[src/hw/dei_consts.svh]
// constants of the dsp event interrupt status block: indices, reset values, widths
`ifndef DEI_CONSTS_SVH
`define DEI_CONSTS_SVH

// ***********************************************
// register indices (byte address is four times the index)
// ***********************************************
`define DEI_IDX_XFER 16'h1818
`define DEI_IDX_START1 16'h181a
`define DEI_IDX_START2 16'h181b
`define DEI_IDX_BUSY 16'h181d
`define DEI_IDX_MASK_FIRST 16'h1840
`define DEI_IDX_MASK_LAST 16'h185f
`define DEI_IDX_MASK_OFS 16'h0028

// ***********************************************
// field layout and reset values
// ***********************************************
`define DEI_CORES 7
`define DEI_BUSY_CORES 4
`define DEI_BUSY_LSB 3
`define DEI_XFER_BIT 0
`define DEI_FLAG_RST 7'h00
`define DEI_MASK_RST 7'h7f
`define DEI_PREV_RST 7'h7f

`endif

[src/hw/dei_pkg.sv]
// types shared by the dsp event interrupt status block
package dei_pkg;
	// register selected by the current apb address
	typedef enum logic [3:0] {
		SEL_NONE,
		SEL_XFER,
		SEL_START1,
		SEL_START2,
		SEL_BUSY,
		SEL_MASK_XFER,
		SEL_MASK_START1,
		SEL_MASK_START2,
		SEL_MASK_BUSY,
		SEL_MASK_SPARE
	} dei_sel_type;
	// one bit per dsp core
	typedef logic [6:0] dei_core_vec_type;
endpackage

[src/hw/dei_irq_status.sv]
// dsp event interrupt status bank: sticky flags, masks, apb slave, interrupt
// Notes on behaviour
// - start-1 flags at 181Ah, core N at bit N-1
// - start-2 flags at 181Bh, core N at bit N-1
// - busy flags at 181Dh, cores 7..4 bits 6..3
// - flag sets on source rise, then stays
// - writing one clears flag, zero leaves it
// - all flags read zero after reset
// - mask bit per flag, one blocks it
`timescale 1ns/100ps
`default_nettype none
`include "dei_consts.svh"
module dei_irq_status
	import dei_pkg::*;
(
	input wire logic clock_i,
	input wire logic sys_rst_i,
	// apb slave
	input wire logic psel_i,
	input wire logic penable_i,
	input wire logic pwrite_i,
	input wire logic [15:0] paddr_i,
	input wire logic [31:0] pwdata_i,
	input wire logic [3:0] pstrb_i,
	output logic [31:0] prdata_o,
	output logic pready_o,
	output logic pslverr_o,
	// event sources from the dsp cores
	input wire logic core1_transfer_event_i,
	input wire logic [6:0] core_first_start_i,
	input wire logic [6:0] core_second_start_i,
	input wire logic [3:0] core_busy_hi_i,
	// interrupt request
	output logic irq_o
);
	// ***********************************************
	// address decode
	// ***********************************************
	dei_sel_type sel; // register picked by paddr
	logic [15:0] word_idx; // register index from byte address
	logic aligned; // low address bits zero

	// byte address to index, then index to register
	always_comb begin
		word_idx = {2'b00, paddr_i[15:2]};
		aligned = (paddr_i[1:0] == 2'b00);
		sel = SEL_NONE;
		if (aligned) begin
			case (word_idx)
				`DEI_IDX_XFER: sel = SEL_XFER;
				`DEI_IDX_START1: sel = SEL_START1;
				`DEI_IDX_START2: sel = SEL_START2;
				`DEI_IDX_BUSY: sel = SEL_BUSY;
				`DEI_IDX_XFER + `DEI_IDX_MASK_OFS: sel = SEL_MASK_XFER;
				`DEI_IDX_START1 + `DEI_IDX_MASK_OFS: sel = SEL_MASK_START1;
				`DEI_IDX_START2 + `DEI_IDX_MASK_OFS: sel = SEL_MASK_START2;
				`DEI_IDX_BUSY + `DEI_IDX_MASK_OFS: sel = SEL_MASK_BUSY;
				default: begin
					// rest of the mask bank reads zero without error
					if (word_idx >= `DEI_IDX_MASK_FIRST && word_idx <= `DEI_IDX_MASK_LAST) begin
						sel = SEL_MASK_SPARE;
					end
				end
			endcase
		end
	end

	// ***********************************************
	// apb handshake
	// ***********************************************
	logic setup_ph; // first cycle of a transfer
	logic access_ph; // completing cycle, zero wait states
	logic wr_lane0; // write that reaches the low byte

	// every access finishes in its first access cycle
	always_comb begin
		setup_ph = psel_i & ~penable_i;
		access_ph = psel_i & penable_i;
		wr_lane0 = access_ph & pwrite_i & pstrb_i[0];
		pready_o = 1'b1;
		pslverr_o = access_ph & (sel == SEL_NONE);
	end

	// ***********************************************
	// write-one-to-clear pulses
	// ***********************************************
	logic clr_xfer; // clear of the transfer flag
	dei_core_vec_type clr_start1; // clears of start-1 flags
	dei_core_vec_type clr_start2; // clears of start-2 flags
	logic [3:0] clr_busy; // clears of busy flags, cores 7..4

	// a one in a data bit clears, a zero leaves the flag
	always_comb begin
		clr_xfer = 1'b0;
		clr_start1 = '0;
		clr_start2 = '0;
		clr_busy = '0;
		if (wr_lane0) begin
			case (sel)
				SEL_XFER: clr_xfer = pwdata_i[`DEI_XFER_BIT];
				SEL_START1: clr_start1 = pwdata_i[6:0];
				SEL_START2: clr_start2 = pwdata_i[6:0];
				SEL_BUSY: clr_busy = pwdata_i[6:`DEI_BUSY_LSB];
				default: begin
					// other registers hold no flags
				end
			endcase
		end
	end

	// ***********************************************
	// sticky flag banks
	// ***********************************************
	logic xfer_flag; // core 1 transfer flag
	dei_core_vec_type start1_flags; // start-1 flag per core
	dei_core_vec_type start2_flags; // start-2 flag per core
	logic [3:0] busy_flags; // busy flags of cores 7..4

	// transfer flag of core 1
	dei_edge_flag #(.W(1)) u_xfer (
		.clock_i(clock_i),
		.sys_rst_i(sys_rst_i),
		.src_i(core1_transfer_event_i),
		.clear_i(clr_xfer),
		.flag_o(xfer_flag)
	);
	// start-1 flags, core N at bit N-1
	dei_edge_flag #(.W(`DEI_CORES)) u_start1 (
		.clock_i(clock_i),
		.sys_rst_i(sys_rst_i),
		.src_i(core_first_start_i),
		.clear_i(clr_start1),
		.flag_o(start1_flags)
	);
	// start-2 flags, core N at bit N-1
	dei_edge_flag #(.W(`DEI_CORES)) u_start2 (
		.clock_i(clock_i),
		.sys_rst_i(sys_rst_i),
		.src_i(core_second_start_i),
		.clear_i(clr_start2),
		.flag_o(start2_flags)
	);
	// busy flags of cores 7..4
	dei_edge_flag #(.W(`DEI_BUSY_CORES)) u_busy (
		.clock_i(clock_i),
		.sys_rst_i(sys_rst_i),
		.src_i(core_busy_hi_i),
		.clear_i(clr_busy),
		.flag_o(busy_flags)
	);

	// ***********************************************
	// mask registers
	// ***********************************************
	logic mask_xfer_q; // one blocks the transfer flag
	logic mask_xfer_d;
	dei_core_vec_type mask_start1_q; // one blocks a start-1 flag
	dei_core_vec_type mask_start1_d;
	dei_core_vec_type mask_start2_q; // one blocks a start-2 flag
	dei_core_vec_type mask_start2_d;
	logic [3:0] mask_busy_q; // one blocks a busy flag
	logic [3:0] mask_busy_d;

	// plain read-write masks, written on the completing cycle
	always_comb begin
		mask_xfer_d = mask_xfer_q;
		mask_start1_d = mask_start1_q;
		mask_start2_d = mask_start2_q;
		mask_busy_d = mask_busy_q;
		if (wr_lane0) begin
			case (sel)
				SEL_MASK_XFER: mask_xfer_d = pwdata_i[`DEI_XFER_BIT];
				SEL_MASK_START1: mask_start1_d = pwdata_i[6:0];
				SEL_MASK_START2: mask_start2_d = pwdata_i[6:0];
				SEL_MASK_BUSY: mask_busy_d = pwdata_i[6:`DEI_BUSY_LSB];
				default: begin
					// no mask selected
				end
			endcase
		end
	end

	// masks come out of reset blocking every flag
	always_ff @(posedge clock_i) begin
		if (sys_rst_i) begin
			mask_xfer_q <= 1'(`DEI_MASK_RST);
			mask_start1_q <= `DEI_MASK_RST;
			mask_start2_q <= `DEI_MASK_RST;
			mask_busy_q <= 4'(`DEI_MASK_RST);
		end else begin
			mask_xfer_q <= mask_xfer_d;
			mask_start1_q <= mask_start1_d;
			mask_start2_q <= mask_start2_d;
			mask_busy_q <= mask_busy_d;
		end
	end

	// ***********************************************
	// read data
	// ***********************************************
	logic [31:0] prdata_q; // registered read word
	logic [31:0] prdata_d;

	// capture the word in the setup cycle, shown in the access cycle
	always_comb begin
		prdata_d = prdata_q;
		if (setup_ph) begin
			prdata_d = 32'h0000_0000;
			case (sel)
				SEL_XFER: prdata_d[`DEI_XFER_BIT] = xfer_flag;
				SEL_START1: prdata_d[6:0] = start1_flags;
				SEL_START2: prdata_d[6:0] = start2_flags;
				SEL_BUSY: prdata_d[6:`DEI_BUSY_LSB] = busy_flags;
				SEL_MASK_XFER: prdata_d[`DEI_XFER_BIT] = mask_xfer_q;
				SEL_MASK_START1: prdata_d[6:0] = mask_start1_q;
				SEL_MASK_START2: prdata_d[6:0] = mask_start2_q;
				SEL_MASK_BUSY: prdata_d[6:`DEI_BUSY_LSB] = mask_busy_q;
				default: begin
					// spare mask words and unmapped addresses read zero
				end
			endcase
		end
	end

	// read register
	always_ff @(posedge clock_i) begin
		if (sys_rst_i) begin
			prdata_q <= 32'h0000_0000;
		end else begin
			prdata_q <= prdata_d;
		end
	end

	assign prdata_o = prdata_q;

	// ***********************************************
	// interrupt request
	// ***********************************************
	logic pending_any; // some unmasked flag is set

	// level request, drops once all flags are cleared or masked
	always_comb begin
		pending_any = (xfer_flag & ~mask_xfer_q)
			| (|(start1_flags & ~mask_start1_q))
			| (|(start2_flags & ~mask_start2_q))
			| (|(busy_flags & ~mask_busy_q));
		irq_o = pending_any;
	end
endmodule // dei_irq_status
`default_nettype wire

[src/hw/dei_edge_flag.sv]
// sticky rising-edge flags with write-one-to-clear
`timescale 1ns/100ps
`default_nettype none
`include "dei_consts.svh"
module dei_edge_flag #(
	parameter int W = 7
) (
	input wire logic clock_i,
	input wire logic sys_rst_i,
	input wire logic [W-1:0] src_i,
	input wire logic [W-1:0] clear_i,
	output logic [W-1:0] flag_o
);
	// ***********************************************
	// state
	// ***********************************************
	logic [W-1:0] prev_q; // source seen one cycle ago
	logic [W-1:0] prev_d;
	logic [W-1:0] flag_q; // sticky flags
	logic [W-1:0] flag_d;

	// next values: a rise sets, a one written clears, the set wins
	always_comb begin
		prev_d = src_i;
		flag_d = (flag_q & ~clear_i) | (src_i & ~prev_q);
	end

	// registers; prev starts high so a source already high at reset is no edge
	always_ff @(posedge clock_i) begin
		if (sys_rst_i) begin
			prev_q <= W'(`DEI_PREV_RST);
			flag_q <= W'(`DEI_FLAG_RST);
		end else begin
			prev_q <= prev_d;
			flag_q <= flag_d;
		end
	end

	assign flag_o = flag_q;
endmodule // dei_edge_flag
`default_nettype wire

[config.mk]
export PLATFORM = sky130hd
export DESIGN_NAME = dei_irq_status
export DESIGN_NICKNAME = d
export VERILOG_FILES = /design/src/hw/dei_pkg.sv /design/src/hw/dei_irq_status.sv /design/src/hw/dei_edge_flag.sv
export VERILOG_INCLUDE_DIRS = /design/src /design/src/hw
export SDC_FILE = /design/constraint.sdc
export NUM_CORES = 1
export LEC_CHECK = 0
export ABC_AREA = 1
export BUFFER_PORTS_ARGS = -buffer_cell sky130_fd_sc_hd__buf_2
export CAP_MARGIN = 10
export CORE_MARGIN = 1.5
export CORE_UTILIZATION = 56
export DETAILED_ROUTE_END_ITERATION = 8
export PLACE_DENSITY = 0.86
export SYNTH_ARGS = -nofsm -noshare
export SYNTH_HDL_FRONTEND = slang
export SYNTH_SLANG_ARGS = --single-unit
[constraint.sdc]
create_clock -name clock_i -period 5.1 [get_ports clock_i]
set_input_delay 0.51 -clock clock_i [delete_from_list [all_inputs] [get_ports clock_i]]
set_output_delay 0.51 -clock clock_i [all_outputs]
set_load 0.01 [all_outputs]
==> After elaboration in Yosys (flattened, before gate mapping) <==
Cells that the tools add are included.
{ "op_classes": {"magnitude_cmp": 2, "eq_ne": 16, "mux": 14, "bitwise": 37, "n_reduce_logical": 10} }
{ "ops": {"columns": ["operator", "n"], "rows": [
  ["== test 14 x 13 -> 1 bit (second input constant)", 8],
  ["AND 7 bit", 6],
  ["NOT 7 bit", 6],
  ["one-hot mux 4 bit (8 select lines)", 1],
  ["2-to-1 mux 7 bit", 4],
  ["one-hot mux 4 bit (6 select lines)", 1],
  ["== test 4 x 3 -> 1 bit (second input constant)", 4],
  ["2-to-1 mux 4 bit", 4],
  [">= comparator 14 x 13 -> 1 bit (second input constant)", 1],
  ["less-or-equal comparator 14 x 13 -> 1 bit (second input constant)", 1],
  ["OR 7 bit", 2],
  ["OR reduction 7 bit", 2],
  ["AND 4 bit", 3],
  ["NOT 4 bit", 3],
  ["AND 1 bit", 8],
  ["== test 4 x 2 -> 1 bit (second input constant)", 2],
  ["one-hot mux 2 bit (4 select lines)", 1],
  ["AND reduction 2 bit", 4],
  ["one-hot mux 1 bit (6 select lines)", 1],
  ["== test 4 x 1 -> 1 bit (second input constant)", 1],
  ["== test 4 bit (second input constant)", 1],
  ["logical NOT 4 bit", 1],
  ["NOT 1 bit", 4],
  ["OR 1 bit", 4],
  ["5 further kinds", 6]
]} }
{ "word_totals": {"regBits": 64, "in_bits": 76, "out_inout_bits": 35} }

==> Longest topological paths before layout <==
Gate-level depths: netlist (run 1).
{ "logic_depth": {"word_depth": 11, "mapped_depth": 16} }

==> Cells and area by module <==
Synthesis (run 1) repeated with hierarchy kept, for this count alone.
{ "hier_totals": {"hier_cells": 549, "hier_area_um2": 3709.8} }
{ "modules_own_cells": {"columns": ["mod", "n_inst", "cells_each", "area_per_inst_um2", "seq_area_each_um2"], "rows": [
  ["dei_irq_status", 1, 395, 2423.6, 520.5],
  ["dei_edge_flag (u_start1 ...)", 2, 57, 475.5, 280.3],
  ["dei_edge_flag (u_busy)", 1, 32, 265.3, 160.2],
  ["dei_edge_flag (u_xfer)", 1, 8, 70.1, 40.0]
]} }

==> Least setup slack after synthesis (run 1) <==
No wires, ideal clock.
{ "synth_timing": {"path_kind": "input -> register", "start": "input paddr_i[11]", "end": "register mask_start1_q[3]", "setup_ns": 0.146, "t_arrival_ns": 1.919, "required_time_ns": 4.954, "slack_ns": 3.035, "stages": 13, "path_cell_list": "nor2_1 nand3_2 clkinv_2 nand2_1 o21ai_2 nand3_4 nor2_8 inv_4 nor2_4 nand2_4 buf_6 nand2_2 o211ai_2"} }
{ "synth_between": {"elab_chain_len": 7} }
{ "synth_lines": {"columns": ["item", "line", "text"], "rows": [
  ["start: declaration", "dei_irq_status.sv:22", "input wire logic [15:0] paddr_i,"],
  [">= comparator 14 x 13 -> 1 bit (no source line) or less-or-equal comparator 14 x 13 -> 1 bit (tied branches)", null, null],
  ["logical AND 1 bit (no source line)", null, null],
  ["2-to-1 mux 4 bit", "dei_irq_status.sv:60", "if (word_idx >= `DEI_IDX_MASK_FIRST && word_idx <= `DEI_IDX_MASK_LAST) begin"],
  ["one-hot mux 4 bit (8 select lines) (*)", "dei_irq_status.sv:49", "case (word_idx)"],
  ["2-to-1 mux 4 bit (*)", "dei_irq_status.sv:48", "if (aligned) begin"],
  ["== test 4 x 3 -> 1 bit (*)", "dei_irq_status.sv:171", "case (sel)"],
  ["AND reduction 2 bit (no source line) (*)", null, null],
  ["end signal: assignment", "dei_irq_status.sv:187", "mask_start1_q <= `DEI_MASK_RST;"],
  ["end signal: assignment", "dei_irq_status.sv:192", "mask_start1_q <= mask_start1_d;"],
  ["end: declaration", "dei_irq_status.sv:157", "dei_core_vec_type mask_start1_q;"]
]} }
Mark *: on every way between the ends. The rest lies on a longest branch, timed or not.
A chain may end at the register's enable or synchronous reset.

==> Worst setup path after layout (run 1) <==
{ "layout_timing": {"start": "input paddr_i[5]", "end": "register prdata_q[6], in the netlist prdata_o[6]"} }
{ "layout_between": {"elab_chain_len": 7} }
{ "layout_lines": {"columns": ["item", "line", "text"], "rows": [
  [">= comparator 14 x 13 -> 1 bit (no source line) or less-or-equal comparator 14 x 13 -> 1 bit (tied branches)", null, null],
  ["logical AND 1 bit (no source line)", null, null],
  ["2-to-1 mux 4 bit", "dei_irq_status.sv:60", null],
  ["one-hot mux 4 bit (8 select lines) (*)", "dei_irq_status.sv:49", null],
  ["2-to-1 mux 4 bit (*)", "dei_irq_status.sv:48", null],
  ["== test 4 bit, or another cell as far along", "dei_irq_status.sv:209", "case (sel)"],
  ["one-hot mux 4 bit (6 select lines) (*)", "dei_irq_status.sv:209", null],
  ["end signal: assignment", "dei_irq_status.sv:230", "prdata_q <= prdata_d;"],
  ["end: declaration", "dei_irq_status.sv:201", "logic [31:0] prdata_q;"]
]} }
Marked as above.

==> summary.md, run 1 <==
| Metric | Value |
|---|---|
| Status | complete, no violations |
| Critical Path Source | paddr_i[5] |
| DIE AREA | 6877 um2 |
| Worst Path Max Fanout | 14 |
| Crit start category | input pin |
| Crit. End Element | register |
| Synthesized area | 3577 um2 |
| Net Sw Power | 264.1 uW |
| Distinct cell type count after synthesis | 40 |
| Multi-input gate area | 1841 um2 |
| Sequential share of power | 0.505 |
| DR DRC count | 0 |
| Clock group share of total power | 0.411 |
| Ys Warns | 0 |
| Hold EP | u_start1.prev_q[2]$_SDFF_PP1_ |
| Cell-internal power | 772.6 uW |
| TritonCTS Buffers | 9 |
| Synth Register Bits | 64 |
| Final global-route overflow total | 0 |
| IO Count | 111 |
| Final cell count without fillers | 630 |
| R2R depth | 6 |
| Peak supply drop | 261.1 uV |
| Hold Crit Class | in2reg |
| Worst Hold Depth | 3 |
| # diodes | 0 |
| Port bufs | 56 |
| Vias per std cell | 5.225 |
| Initial core utilization | 0.5902 |
| Clock transition at path regs | 70 ps |
| Clk buf depth | 2 |
| Drt pass-1 iters | 5 |
| Setup slack, reg-to-reg | 4110 ps |
| Most frequent cells in the layout | 114 x nand2_1, 67 x inv_1, 64 x dfxtp_1 |
| Comb power frac | 0.084 |
| Ratio of cells with drive above 1 in the final layout | 0.2703 |
| Setup TNS | 0 ps |
| Most common cell after layout, fill and taps aside | nand2_1 |
| Final cycle utilization of the critical path | 0.5197 |
| Top Family by Delay on Critical Path | simple AND/OR/NAND/NOR gates |
| Initial antenna violation count | 0 |
| Final wirelength | 8144 um |
| Post-synthesis sequential area ratio | 0.3582 |
| CTS root buffer | clkbuf_8 |
| Slew HR | 0.5827 |
| Final min period | 2651 ps |
| NumNets Final | 626 |
| RSZ-0062 raised after global routing | no |
| Hold Buf Count CTS | 0 |
| Max Cap Viol | 0 |
| Vias in the first global route | 3157 |
| Hold wc startpoint | core_first_start_i[2] |
| Core Area | 6061 um2 |
| Wire per inst | 12.93 um |
| Worst R2R Start | mask_start2_q[6]$_SDFFE_PP1P_ |
| Fin. max-slew vios | 0 |
| Avg Cell Area, Syn | 7.241 um2 |
| Die height | 82.93 um |
| Post-Place Cells | 613 |
| Post-CTS Setup Inserts | 0 |
| Row count | 28 |
| Initial detailed-routing violation count | 214 |
| Worst reg2reg endpoint | prdata_o[6]$_SDFFE_PP0P_ |
| Leak | 0.002059 uW |
| CTS tree | yes |
| Resize count post-CTS | 0 |
| Final Skew | 7.310 ps |
| Core Util, Final | 0.6612 |
| Critical path's slowest cell | inv_1 |
| PwrDens | 258.7 nW/um2 |
| Post-Synthesis Cells | 494 |
| Post-DP HPWL | 6173 um |
| Clk sinks | 64 |
| # H-tree levels | 3 |
| CP max stage delay | 550 ps |
| Post-detailed-route count of antenna-violating nets | 0 |
| Switching Fraction | 0.2547 |
| Storage cell area | 1281 um2 |
| Total global-route track usage | 0.2472 |
| Peak Freq | 0.3773 GHz |
| Die width | 82.93 um |
| Worst path cell trace | buf_2 > nor2_1 > nand3_2 > nand2_1 > nand3_2 > inv_1 > nand2_1 > inv_1 > nand3_2 > nor2_1 > nor2_1 > nand3_1 > nand2_1 > a21oi_2 |
| Layout area overhead | 12.03% |
| Endpoints failing setup | 0 |
| First-pass GRT wire length | 13810 um |
| Slew @ Worst Pin | 624.4 ps |
| Final hold violation count | 0 |
| Fill cells | 546 |
| Placer Congestion | 0.9277 |
| Via Count | 3292 |
| Crit path DAT | 2920 ps |
| Buf+Inv Stages, Crit Path | 3 |
| Latest clock arrival within the worst-skew pair | 350 ps |
| WP data required | 5370 ps |
| Largest net degree at the start of global routing | 36 |
| Setup Crit Path Kind | in2reg |
logic make-up after synthesis:
group | count (synthesis) | synth area share
AOI/OAI and AO/OA | 81 | 0.1581
buffers and inverters | 112 | 0.1525
DFF | 64 | 0.3582
other | 2 | 0.002099
and+or+nand+nor | 235 | 0.3291
power groups by stage:
stage / logic, uW / registers (uW) / clock network, uW
after floorplan: 68.2 / 532 / 0
after global placement: 80.8 / 534 / 0
after detailed placement: 85.1 / 535 / 0
after CTS: 85.3 / 523 / 433
after global routing: 98.9 / 524 / 459
final: 87.6 / 523 / 426
per-stage QoR:
step                      setup slack [ps]  area, um2  hold slack [ps]  total power (uW)
after floorplan                       3035       3667            446.0             599.7
after global placement                2316       3785            452.1             614.4
after detailed placement              2220       3785            458.8             619.7
after CTS                             2563       3980            329.6              1042
after global routing                  2245       4008            337.6              1082
final                                 2449       4008            340.7              1037
flip-flops by register name, summed over array words and instances, names as in the netlist:
| signal | flops |
|---|---|
| u_busy.prev_q | 4 |
| prdata_o | 7 |
| mask_start1_q | 7 |
| u_start1.flag_o | 7 |
| mask_busy_q | 4 |
| mask_start2_q | 7 |
| u_start2.flag_o | 7 |
| u_xfer.flag_o | 1 |
| u_start1.prev_q | 7 |
| u_start2.prev_q | 7 |
| u_busy.flag_o | 4 |
| u_xfer.prev_q | 1 |
| mask_xfer_q | 1 |
Yosys cell counts:
library cell	instances	share of area
clkinv_2	1	0.0014
conb_1	2	0.0021
nand3_4	3	0.015
nand3b_1	1	0.0021
nand3_2	5	0.014
clkinv_1	2	0.0021
buf_1	1	0.0010
o31ai_1	1	0.0021
buf_4	26	0.055
nand4_1	11	0.019
nor2_1	37	0.039
a21o_1	1	0.0021
nor3_2	1	0.0028
dfxtp_1	64	0.36
o21bai_1	1	0.0021
or2_2	19	0.033
buf_6	3	0.0094
inv_4	1	0.0017
nor3_1	1	0.0014
inv_1	67	0.070
a221oi_1	1	0.0024
a21oi_1	24	0.034
o22ai_1	4	0.0070
o21ai_0	22	0.031
o2111ai_1	2	0.0049
o21ai_2	1	0.0024
nand2_4	3	0.0094
nand2_1	114	0.12
inv_2	5	0.0052
nand3_1	20	0.028
buf_2	1	0.0014
o211ai_1	5	0.010
nor2_4	5	0.016
clkbuf_1	5	0.0052
o211ai_2	14	0.049
nor2_8	1	0.0056
nor2_2	6	0.010
o21ai_1	1	0.0014
nand2_2	8	0.014
a21oi_2	4	0.0098
worst register-to-register path, delay by kind of cell (launching register included):
kind / cells / cell delay [ps]
flops: 1 / 340
compound gates: 1 / 50
simple gates: 5 / 460
cell type report:
| cell class | instances | area share |
|---|---|---|
| Clock buffer | 9 | 0.03091 |
| Sequential cell | 64 | 0.3197 |
| Timing Repair Buffer | 57 | 0.07680 |
| Multi-Input combinational cell | 342 | 0.4593 |
| Tap cell | 75 | 0.02342 |
| Clock inverter | 7 | 0.01780 |
| Inverter | 76 | 0.07212 |
layer usage:
metal  track usage  routed length (um)  vias up
met5             0                   0        -
met4        0.1076                 201        0
met3       0.05765                 617       21
met2        0.4331                4095      133
met1        0.2871                3230     1502
li1              -                   -     1636
how the worst max path moves through the flow:
| stage | end | slack [ps] | cells past startpoint |
|---|---|---|---|
| after global placement | prdata_o[3]$_SDFFE_PP0P_ | 2320 | 14 |
| after CTS | prdata_o[6]$_SDFFE_PP0P_ | 2560 | 14 |
| after detailed placement | prdata_o[6]$_SDFFE_PP0P_ | 2220 | 14 |
| after floorplan | mask_start1_q[3]$_SDFFE_PP1P_ | 3030 | 13 |
| after global routing | prdata_o[6]$_SDFFE_PP0P_ | 2240 | 14 |
| final | prdata_o[6]$_SDFFE_PP0P_ | 2450 | 14 |
Note: power is estimated with default switching activity, not from simulation.
==> run 2: changes to the inputs <==
--- a/config.mk
+++ b/config.mk
@@ -6,13 +6,13 @@
 export SDC_FILE = /design/constraint.sdc
 export NUM_CORES = 1
 export LEC_CHECK = 0
-export ABC_AREA = 1
+export ABC_AREA = 0
 export BUFFER_PORTS_ARGS = -buffer_cell sky130_fd_sc_hd__buf_2
 export CAP_MARGIN = 10
 export CORE_MARGIN = 1.5
-export CORE_UTILIZATION = 56
+export CORE_UTILIZATION = 46
 export DETAILED_ROUTE_END_ITERATION = 8
-export PLACE_DENSITY = 0.86
+export PLACE_DENSITY = 0.76
 export SYNTH_ARGS = -nofsm -noshare
 export SYNTH_HDL_FRONTEND = slang
 export SYNTH_SLANG_ARGS = --single-unit
==> constraint.sdc (replaced) <==
create_clock -name clock_i -period 2.3 [get_ports clock_i]
set_input_delay 0.23 -clock clock_i [delete_from_list [all_inputs] [get_ports clock_i]]
set_output_delay 0.23 -clock clock_i [all_outputs]
set_load 0.01 [all_outputs]
==> run 2 against run 1 <==
Count of clock-buffer cells in the layout did not move. Cell area fell by 0.59%. Flip-flop and latch count did not move. Register-to-register slack got worse by 3100 ps. Setup slack got worse by 2300 ps. Total power rose by 130%. Area after synthesis fell by 4.0%. Die area rose by 16%. Critical endpoint is now irq_o. Largest power group unchanged.
==> summary.md, run 2 <==
| Metric | Value |
|---|---|
| Post-detailed-route count of antenna-violating nets | 0 (unchanged) |
| Clk buf depth | 2 (unchanged) |
| Worst Hold Depth | 2 (was 3) |
| Number of synthesized flops with an enable pin | 0 (unchanged) |
| Distinct cell type count after synthesis | 56 (was 40) |
| Vias per std cell | 5.415 (was 5.225) |
| Port bufs | 56 (unchanged) |
| Post-DP HPWL | 6519 um (was 6173 um) |
| XOR/XNOR Fraction of Synth Area | 0.002550 (was 0) |
| Synth top area cells | dfxtp_1 37%, buf_4 5.9%, o21ai_0 4.8% (was dfxtp_1 36%, nand2_1 12%, inv_1 7.0%) |
| Slew HR | 0.5826 (was 0.5827) |
| CP max stage delay | 390 ps (was 550 ps) |
| Initial core utilization | 0.4735 (was 0.5902) |
| Most common cell after layout, fill and taps aside | dfxtp_1 (was nand2_1) |
| CTS tree | yes (unchanged) |
| Ys Warns | 0 (unchanged) |
| Critical Path Stages | 6 (was 14) |
| Synthesized area | 3435 um2 (was 3577 um2) |
| Initial detailed-routing violation count | 384 (was 214) |
| TritonCTS Buffers | 9 (unchanged) |
| Mux cell area share after synthesis | 0.03388 (was 0) |
| Post-synth top area share | 0.3730 (was 0.3582) |
| Vias in the first global route | 2790 (was 3157) |
| Post-synthesis sequential area ratio | 0.3730 (was 0.3582) |
| Leak | 0.001592 uW (was 0.002059 uW) |
| Clock transition at path regs | 80 ps (was 70 ps) |
| IO Count | 111 (unchanged) |
| PwrDens | 606.3 nW/um2 (was 258.7 nW/um2) |
| Worst path cell trace | inv_1 > o22ai_1 > a221o_1 > a2111oi_0 > nand3_1 > buf_2 (was buf_2 > nor2_1 > nand3_2 > nand2_1 > nand3_2 > inv_1 > nand2_1 > inv_1 > nand3_2 > nor2_1 > nor2_1 > nand3_1 > nand2_1 > a21oi_2) |
| Largest net degree at the start of global routing | 48 (was 36) |
| Resize count post-CTS | 0 (unchanged) |
| Final cycle utilization of the critical path | 0.9171 |
| Via Count | 3135 (was 3292) |
| Crit. End Element | output port (was register) |
| Top Family by Delay on Critical Path | compound AO/OA/AOI/OAI gates (was simple AND/OR/NAND/NOR gates) |
| DIE AREA | 7994 um2 (was 6877 um2) |
| Synth Area in Compound Gates | 0.2164 (was 0.1581) |
| Core Area | 7253 um2 (was 6061 um2) |
| Worst Path Max Fanout | 4 (was 14) |
| Die width | 89.41 um (was 82.93 um) |
| Fill cells | 718 (was 546) |
| Hold Crit Class | in2reg (unchanged) |
| Buf+Inv Stages, Crit Path | 2 (was 3) |
| Latest clock arrival within the worst-skew pair | 350 ps (about the same) |
| Avg Cell Area, Syn | 8.357 um2 (was 7.241 um2) |
| WP data required | 2070 ps (was 5370 ps) |
| Die height | 89.41 um (was 82.93 um) |
| Final cell count without fillers | 579 (was 630) |
| Peak supply drop | 502.2 uV (was 261.1 uV) |
| Synth area leader | dfxtp_1 (unchanged) |
| Peak Freq | 0.4741 GHz |
| # diodes | 0 (unchanged) |
| Total global-route track usage | 0.2304 (was 0.2472) |
| # H-tree levels | 3 (unchanged) |
| Ratio of cells with drive above 1 in the final layout | 0.2583 (was 0.2703) |
| DR DRC count | 0 (unchanged) |
| Final global-route overflow total | 0 (unchanged) |
| R2R depth | 5 (was 6) |
| Final wirelength | 8730 um (was 8144 um) |
| Largest family of logic cells by synthesized area | simple AND/OR/NAND/NOR gates (unchanged) |
| Row count | 31 (was 28) |
| Post-CTS Setup Inserts | 0 (unchanged) |
| Crit path DAT | 1880 ps (was 2920 ps) |
| CTS root buffer | clkbuf_8 (unchanged) |
| Setup Crit Path Kind | reg2out (was in2reg) |
| Most frequent cells in the layout | 64 x dfxtp_1, 56 x buf_2, 34 x nand2_1 (was 114 x nand2_1, 67 x inv_1, 64 x dfxtp_1) |
| Final min period | 2109 ps |
| Synth Area in Simple Gates | 0.2659 (was 0.3291) |
| Synth Register Bits | 64 (unchanged) |
| Final hold violation count | 0 (unchanged) |
| Slew @ Worst Pin | 626.2 ps (was 624.4 ps) |
| Setup ws final | 190.6 ps (was 2449 ps) |
| Post-Synthesis Cells | 411 (was 494) |
| Critical path's slowest cell | a2111oi_0 (was inv_1) |
| Initial antenna violation count | 0 (unchanged) |
| Status | complete, no violations (unchanged) |
| Drt pass-1 iters | 5 (unchanged) |
| Layout area overhead | 15.99% (was 12.03%) |
| Post-Place Cells | 563 (was 613) |
| Synth cell count leaders | 64 x dfxtp_1, 34 x nand2_1, 33 x o21ai_0 (was 114 x nand2_1, 67 x inv_1, 64 x dfxtp_1) |
| RSZ-0062 raised after global routing | no (unchanged) |
| Total power draw | 2415 uW (was 1037 uW) |
| Design area | 3984 um2 (was 4008 um2) |
| Endpoints failing setup | 0 (unchanged) |
| Crit start category | register (was input pin) |
| Post-Synth Adder-Cell Area | 0 (unchanged) |
| Setup TNS | 0 ps (unchanged) |
| NumNets Final | 551 (was 626) |
| Final Skew | 11.36 ps (was 7.310 ps) |
| Main flop type after synthesis | dfxtp_1 (unchanged) |
| Setup WS pre-CTS | 92.03 ps (was 2220 ps) |
| Placer Congestion | 0.9564 (was 0.9277) |
| Wire per inst | 15.08 um (was 12.93 um) |
| Max Cap Viol | 0 (unchanged) |
| Cell with the most instances after synthesis | dfxtp_1 (was nand2_1) |
| Clk sinks | 64 (unchanged) |
| Async S/R FF share, synth | 0 (unchanged) |
| Fin. max-slew vios | 0 (unchanged) |
| First-pass GRT wire length | 13830 um (was 13810 um) |
| Cell Area, Placed | 3780 um2 (was 3785 um2) |
| Hold Buf Count CTS | 0 (unchanged) |
-- run 2: cell count changes after synthesis, sizes merged, moves of 7 or more --
| cell | delta |
|---|---|
| a211o | +12 |
| clkbuf | +7 |
| inv | -51 |
| nand2 | -91 |
| nand2b | +24 |
| nand3 | -22 |
| nor2 | -37 |
| nor2b | +13 |
| nor3 | +12 |
| o211ai | -14 |
| o21ai | +10 |
-- run 2: stage by stage --
step | utilization | hold slack [ps]
after detailed placement | 0.5211 | 436.3
final | 0.5493 | 77.97
after floorplan | - | 336.6
after global routing | 0.5493 | 80.91
after global placement | 0.5211 | 433.2
after CTS | 0.5493 | 72.62
-- run 2: per-layer routing --
layer  vias to the layer above  share of wire  track usage
li1                       1534              -            -
met1                      1421           0.46       0.3141
met2                       165           0.45       0.3691
met3                        15          0.079      0.04617
met4                         0          0.016      0.06853
met5                         -              0            0
-- run 2: final timing paths --
path / from / to / slack (ps)
worst max register to register: u_start2.flag_o[3]$_SDFF_PP0_ / prdata_o[3]$_SDFFE_PP0P_ / 970
worst max-delay path: u_start2.flag_o[5]$_SDFF_PP0_ / irq_o / 190
worst min register to register: prdata_o[4]$_SDFFE_PP0P_ / prdata_o[4]$_SDFFE_PP0P_ / 460
worst min-delay path: core_first_start_i[5] / u_start1.prev_q[5]$_SDFF_PP1_ / 80
-- run 2: area by class of cell --
class,instances,area (um2),area share
flip-flops and latches,64,1281,0.3216
clock buffers,9,123.9,0.03109
well taps,99,123.9,0.03109
inverters,22,82.58,0.02073
repair buffers,72,412.9,0.1036
multi-input cells,306,1879,0.4717
clock inverters,7,80.08,0.02010
-- run 2: power breakdown --
group          internal, uW  leakage, uW  switching (uW)  total, uW
Clock                   513     0.000102             484        997
Sequential             1140     0.000525            20.5       1160
Combinational           105     0.000965             150        255
Total                  1760      0.00159             655       2420
-- run 2: cell families after synthesis --
logic type | count (synthesis)
AND/OR/NAND/NOR | 153
multiplexers | 11
AO/OA/AOI/OAI | 115
flip-flops | 64
other | 2
XOR/XNOR | 1
buffers and inverters | 65
-- run 2: worst reg2reg max path: cells and delay by family (launching register included) --
| kind | cells | cell delay, ps |
|---|---|---|
| flip-flops | 1 | 380 |
| AND/OR/NAND/NOR | 1 | 80 |
| AO/OA/AOI/OAI | 4 | 760 |
==> run 3: changes to the inputs <==
--- a/config.mk
+++ b/config.mk
@@ -6,13 +6,13 @@
 export SDC_FILE = /design/constraint.sdc
 export NUM_CORES = 1
 export LEC_CHECK = 0
-export ABC_AREA = 0
+export ABC_AREA = 1
 export BUFFER_PORTS_ARGS = -buffer_cell sky130_fd_sc_hd__buf_2
 export CAP_MARGIN = 10
 export CORE_MARGIN = 1.5
-export CORE_UTILIZATION = 46
+export CORE_UTILIZATION = 47
 export DETAILED_ROUTE_END_ITERATION = 8
-export PLACE_DENSITY = 0.76
+export PLACE_DENSITY = 0.77
 export SYNTH_ARGS = -nofsm -noshare
 export SYNTH_HDL_FRONTEND = slang
 export SYNTH_SLANG_ARGS = --single-unit
==> run 3 against run 2 <==
Total power down 4.8%. Routed wire length fell by 7.6%. Maximum frequency increased by 14%. Flip-flop and latch count is the same. Utilization up 0.91 points. Count of clock-buffer cells in the layout up 1. First-iteration DRC count decreased by 59%. Critical path depth is 10 higher. Cell area up 2.2%. Critical path type is now in2reg. Largest cell class unchanged.
==> summary.md, run 3 (synthesized netlist as in run 1, its figures left out) <==
| Metric | Value |
|---|---|
| Peak Freq | 0.5391 GHz (was 0.4741 GHz) |
| IO Count | 111 (unchanged) |
| NumNets Final | 633 (was 551) |
| Ratio of cells with drive above 1 in the final layout | 0.2794 (was 0.2583) |
| Crit path DAT | 2140 ps (was 1880 ps) |
| Largest net degree at the start of global routing | 30 (was 48) |
| Final Skew | 4.138 ps (was 11.36 ps) |
| Post-detailed-route count of antenna-violating nets | 0 (unchanged) |
| Final wirelength | 8066 um (was 8730 um) |
| Endpoints failing setup | 0 (unchanged) |
| Final cycle utilization of the critical path | 0.8065 (was 0.9171) |
| Peak supply drop | 460.0 uV (was 502.2 uV) |
| Hold Buf Count CTS | 0 (unchanged) |
| Worst Hold Depth | 3 (was 2) |
| Port bufs | 56 (unchanged) |
| Vias in the first global route | 3027 (was 2790) |
| Hold EP | u_start2.prev_q[2]$_SDFF_PP1_ (was u_start1.prev_q[5]$_SDFF_PP1_) |
| TritonCTS Buffers | 9 (unchanged) |
| R2R depth | 6 (was 5) |
| Row count | 31 (unchanged) |
| Core Util, Final | 0.5583 (was 0.5493) |
| Fin. max-slew vios | 0 (unchanged) |
| CTS root buffer | clkbuf_8 (unchanged) |
| DIE AREA | 8143 um2 (was 7994 um2) |
| Die width | 90.24 um (was 89.41 um) |
| Total global-route track usage | 0.2092 (was 0.2304) |
| Leak | 0.002098 uW (was 0.001592 uW) |
| Post-DP HPWL | 6187 um (was 6519 um) |
| Initial core utilization | 0.4906 (was 0.4735) |
| Post-CTS Setup Inserts | 0 (unchanged) |
| Clock transition at path regs | 70 ps (was 80 ps) |
| Setup TNS | 0 ps (unchanged) |
| Core Area | 7292 um2 (was 7253 um2) |
| Setup slack, reg-to-reg | 1330 ps (was 970 ps) |
| RSZ-0062 raised after global routing | no (unchanged) |
| Worst R2R Start | mask_start2_q[6]$_SDFFE_PP1P_ (was u_start2.flag_o[3]$_SDFF_PP0_) |
| Crit start category | input pin (was register) |
| Clk buf depth | 2 (unchanged) |
| Clk sinks | 64 (unchanged) |
| Wire per inst | 12.20 um (was 15.08 um) |
| Final hold violation count | 0 (unchanged) |
| Most frequent cells in the layout | 114 x nand2_1, 67 x inv_1, 64 x dfxtp_1 (was 64 x dfxtp_1, 56 x buf_2, 34 x nand2_1) |
| Initial detailed-routing violation count | 157 (was 384) |
| Vias per std cell | 4.864 (was 5.415) |
| Total power draw | 2299 uW (was 2415 uW) |
| # H-tree levels | 3 (unchanged) |
| Status | complete, no violations (unchanged) |
| Hold wc startpoint | core_second_start_i[2] (was core_first_start_i[5]) |
| CTS tree | yes (unchanged) |
| DR DRC count | 0 (unchanged) |
| Hold Crit Class | in2reg (unchanged) |
| Worst Path Max Fanout | 9 (was 4) |
| First-pass GRT wire length | 13630 um (was 13830 um) |
| Crit. End Element | register (was output port) |
| Layout area overhead | 13.82% (was 15.99%) |
| Cell Area, Placed | 3875 um2 (was 3780 um2) |
| # diodes | 0 (unchanged) |
| Most common cell after layout, fill and taps aside | nand2_1 (was dfxtp_1) |
| Slew @ Worst Pin | 808.7 ps (was 626.2 ps) |
| Final global-route overflow total | 0 (unchanged) |
| Drt pass-1 iters | 4 (was 5) |
| Via Count | 3215 (was 3135) |
| WP data required | 2580 ps (was 2070 ps) |
| PwrDens | 564.7 nW/um2 (was 606.3 nW/um2) |
| Latest clock arrival within the worst-skew pair | 350 ps (about the same) |
| Initial antenna violation count | 0 (unchanged) |
| Max Cap Viol | 0 (unchanged) |
| Setup Crit Path Kind | in2reg (was reg2out) |
| Final min period | 1855 ps (was 2109 ps) |
| Resize count post-CTS | 0 (unchanged) |
| Worst reg2reg endpoint | prdata_o[6]$_SDFFE_PP0P_ (was prdata_o[3]$_SDFFE_PP0P_) |
| Die height | 90.24 um (was 89.41 um) |
| Slew HR | 0.4576 (was 0.5826) |
| Design area | 4071 um2 (was 3984 um2) |
| Placer Congestion | 0.8801 (was 0.9564) |
run 3: cell types whose count changed in the layout (fill, tap and decap cells not counted), moves of 7 or more:
cell / delta
nand2_1: +80
inv_1: +45
nor2_1: +25
nand2b_1: -24
nand3_1: +14
o211ai_2: +14
nor2b_1: -13
a211o_1: -12
nor3_1: -12
o21ai_0: -11
nand2_2: +8
buf_4: -7
run 3: power by group:
group	switching, uW	leakage (uW)	internal [uW]
logic	121	0.00147	69.7
registers	16.3	0.000525	1140
clock network	425	0.000106	523
total	563	0.00210	1740
run 3: worst max-delay path by stage:
| stage | start | endpoint | depth (start not counted) |
|---|---|---|---|
| floorplan | paddr_i[11] | mask_start1_q[3]$_SDFFE_PP1P_ | 13 |
| global placement | paddr_i[8] | prdata_o[3]$_SDFFE_PP0P_ | 16 |
| detailed placement | paddr_i[8] | mask_start1_q[1]$_SDFFE_PP1P_ | 15 |
| CTS | paddr_i[8] | prdata_o[3]$_SDFFE_PP0P_ | 16 |
| global route | paddr_i[8] | prdata_o[3]$_SDFFE_PP0P_ | 16 |
| finish | paddr_i[7] | prdata_o[6]$_SDFFE_PP0P_ | 16 |
run 3: final cells by class:
class / instances / area (um2)
fill: 713 / 3221
multi-input combinational: 342 / 1841
sequential: 64 / 1281
timing repair buffer: 64 / 340.3
inverter: 76 / 289.0
clock buffer: 10 / 137.6
tap: 99 / 123.9
clock inverter: 6 / 58.81
run 3: worst max-delay path, cell delays in order:
cell and delay, ps:
buf_2 120, inv_1 80, nand2_1 70, nor2_2 170
nand2_1 70, nor2_1 100, nor2_1 60, nand3_2 110
nand3_4 180, nor2_4 290, inv_2 80, nor2_4 170
nand2_1 60, nand3_1 120, nand2_1 90, a21oi_2 120
run 3: per-stage QoR:
stage                     instances  hold slack (ps)  worst slack, ps
final                           661            55.96            445.1
after global routing            661            55.59            312.7
after CTS                       661            40.12            509.2
after detailed placement        645            412.6            137.9
after global placement          645            409.0            197.0
after floorplan                 518            321.7            515.0
run 3: per-layer routing:
layer / global-route usage / wire [um]
met5: 0 / 0
met2: 0.3409 / 3798
met1: 0.2604 / 3692
met3: 0.05076 / 448
met4: 0.09524 / 127
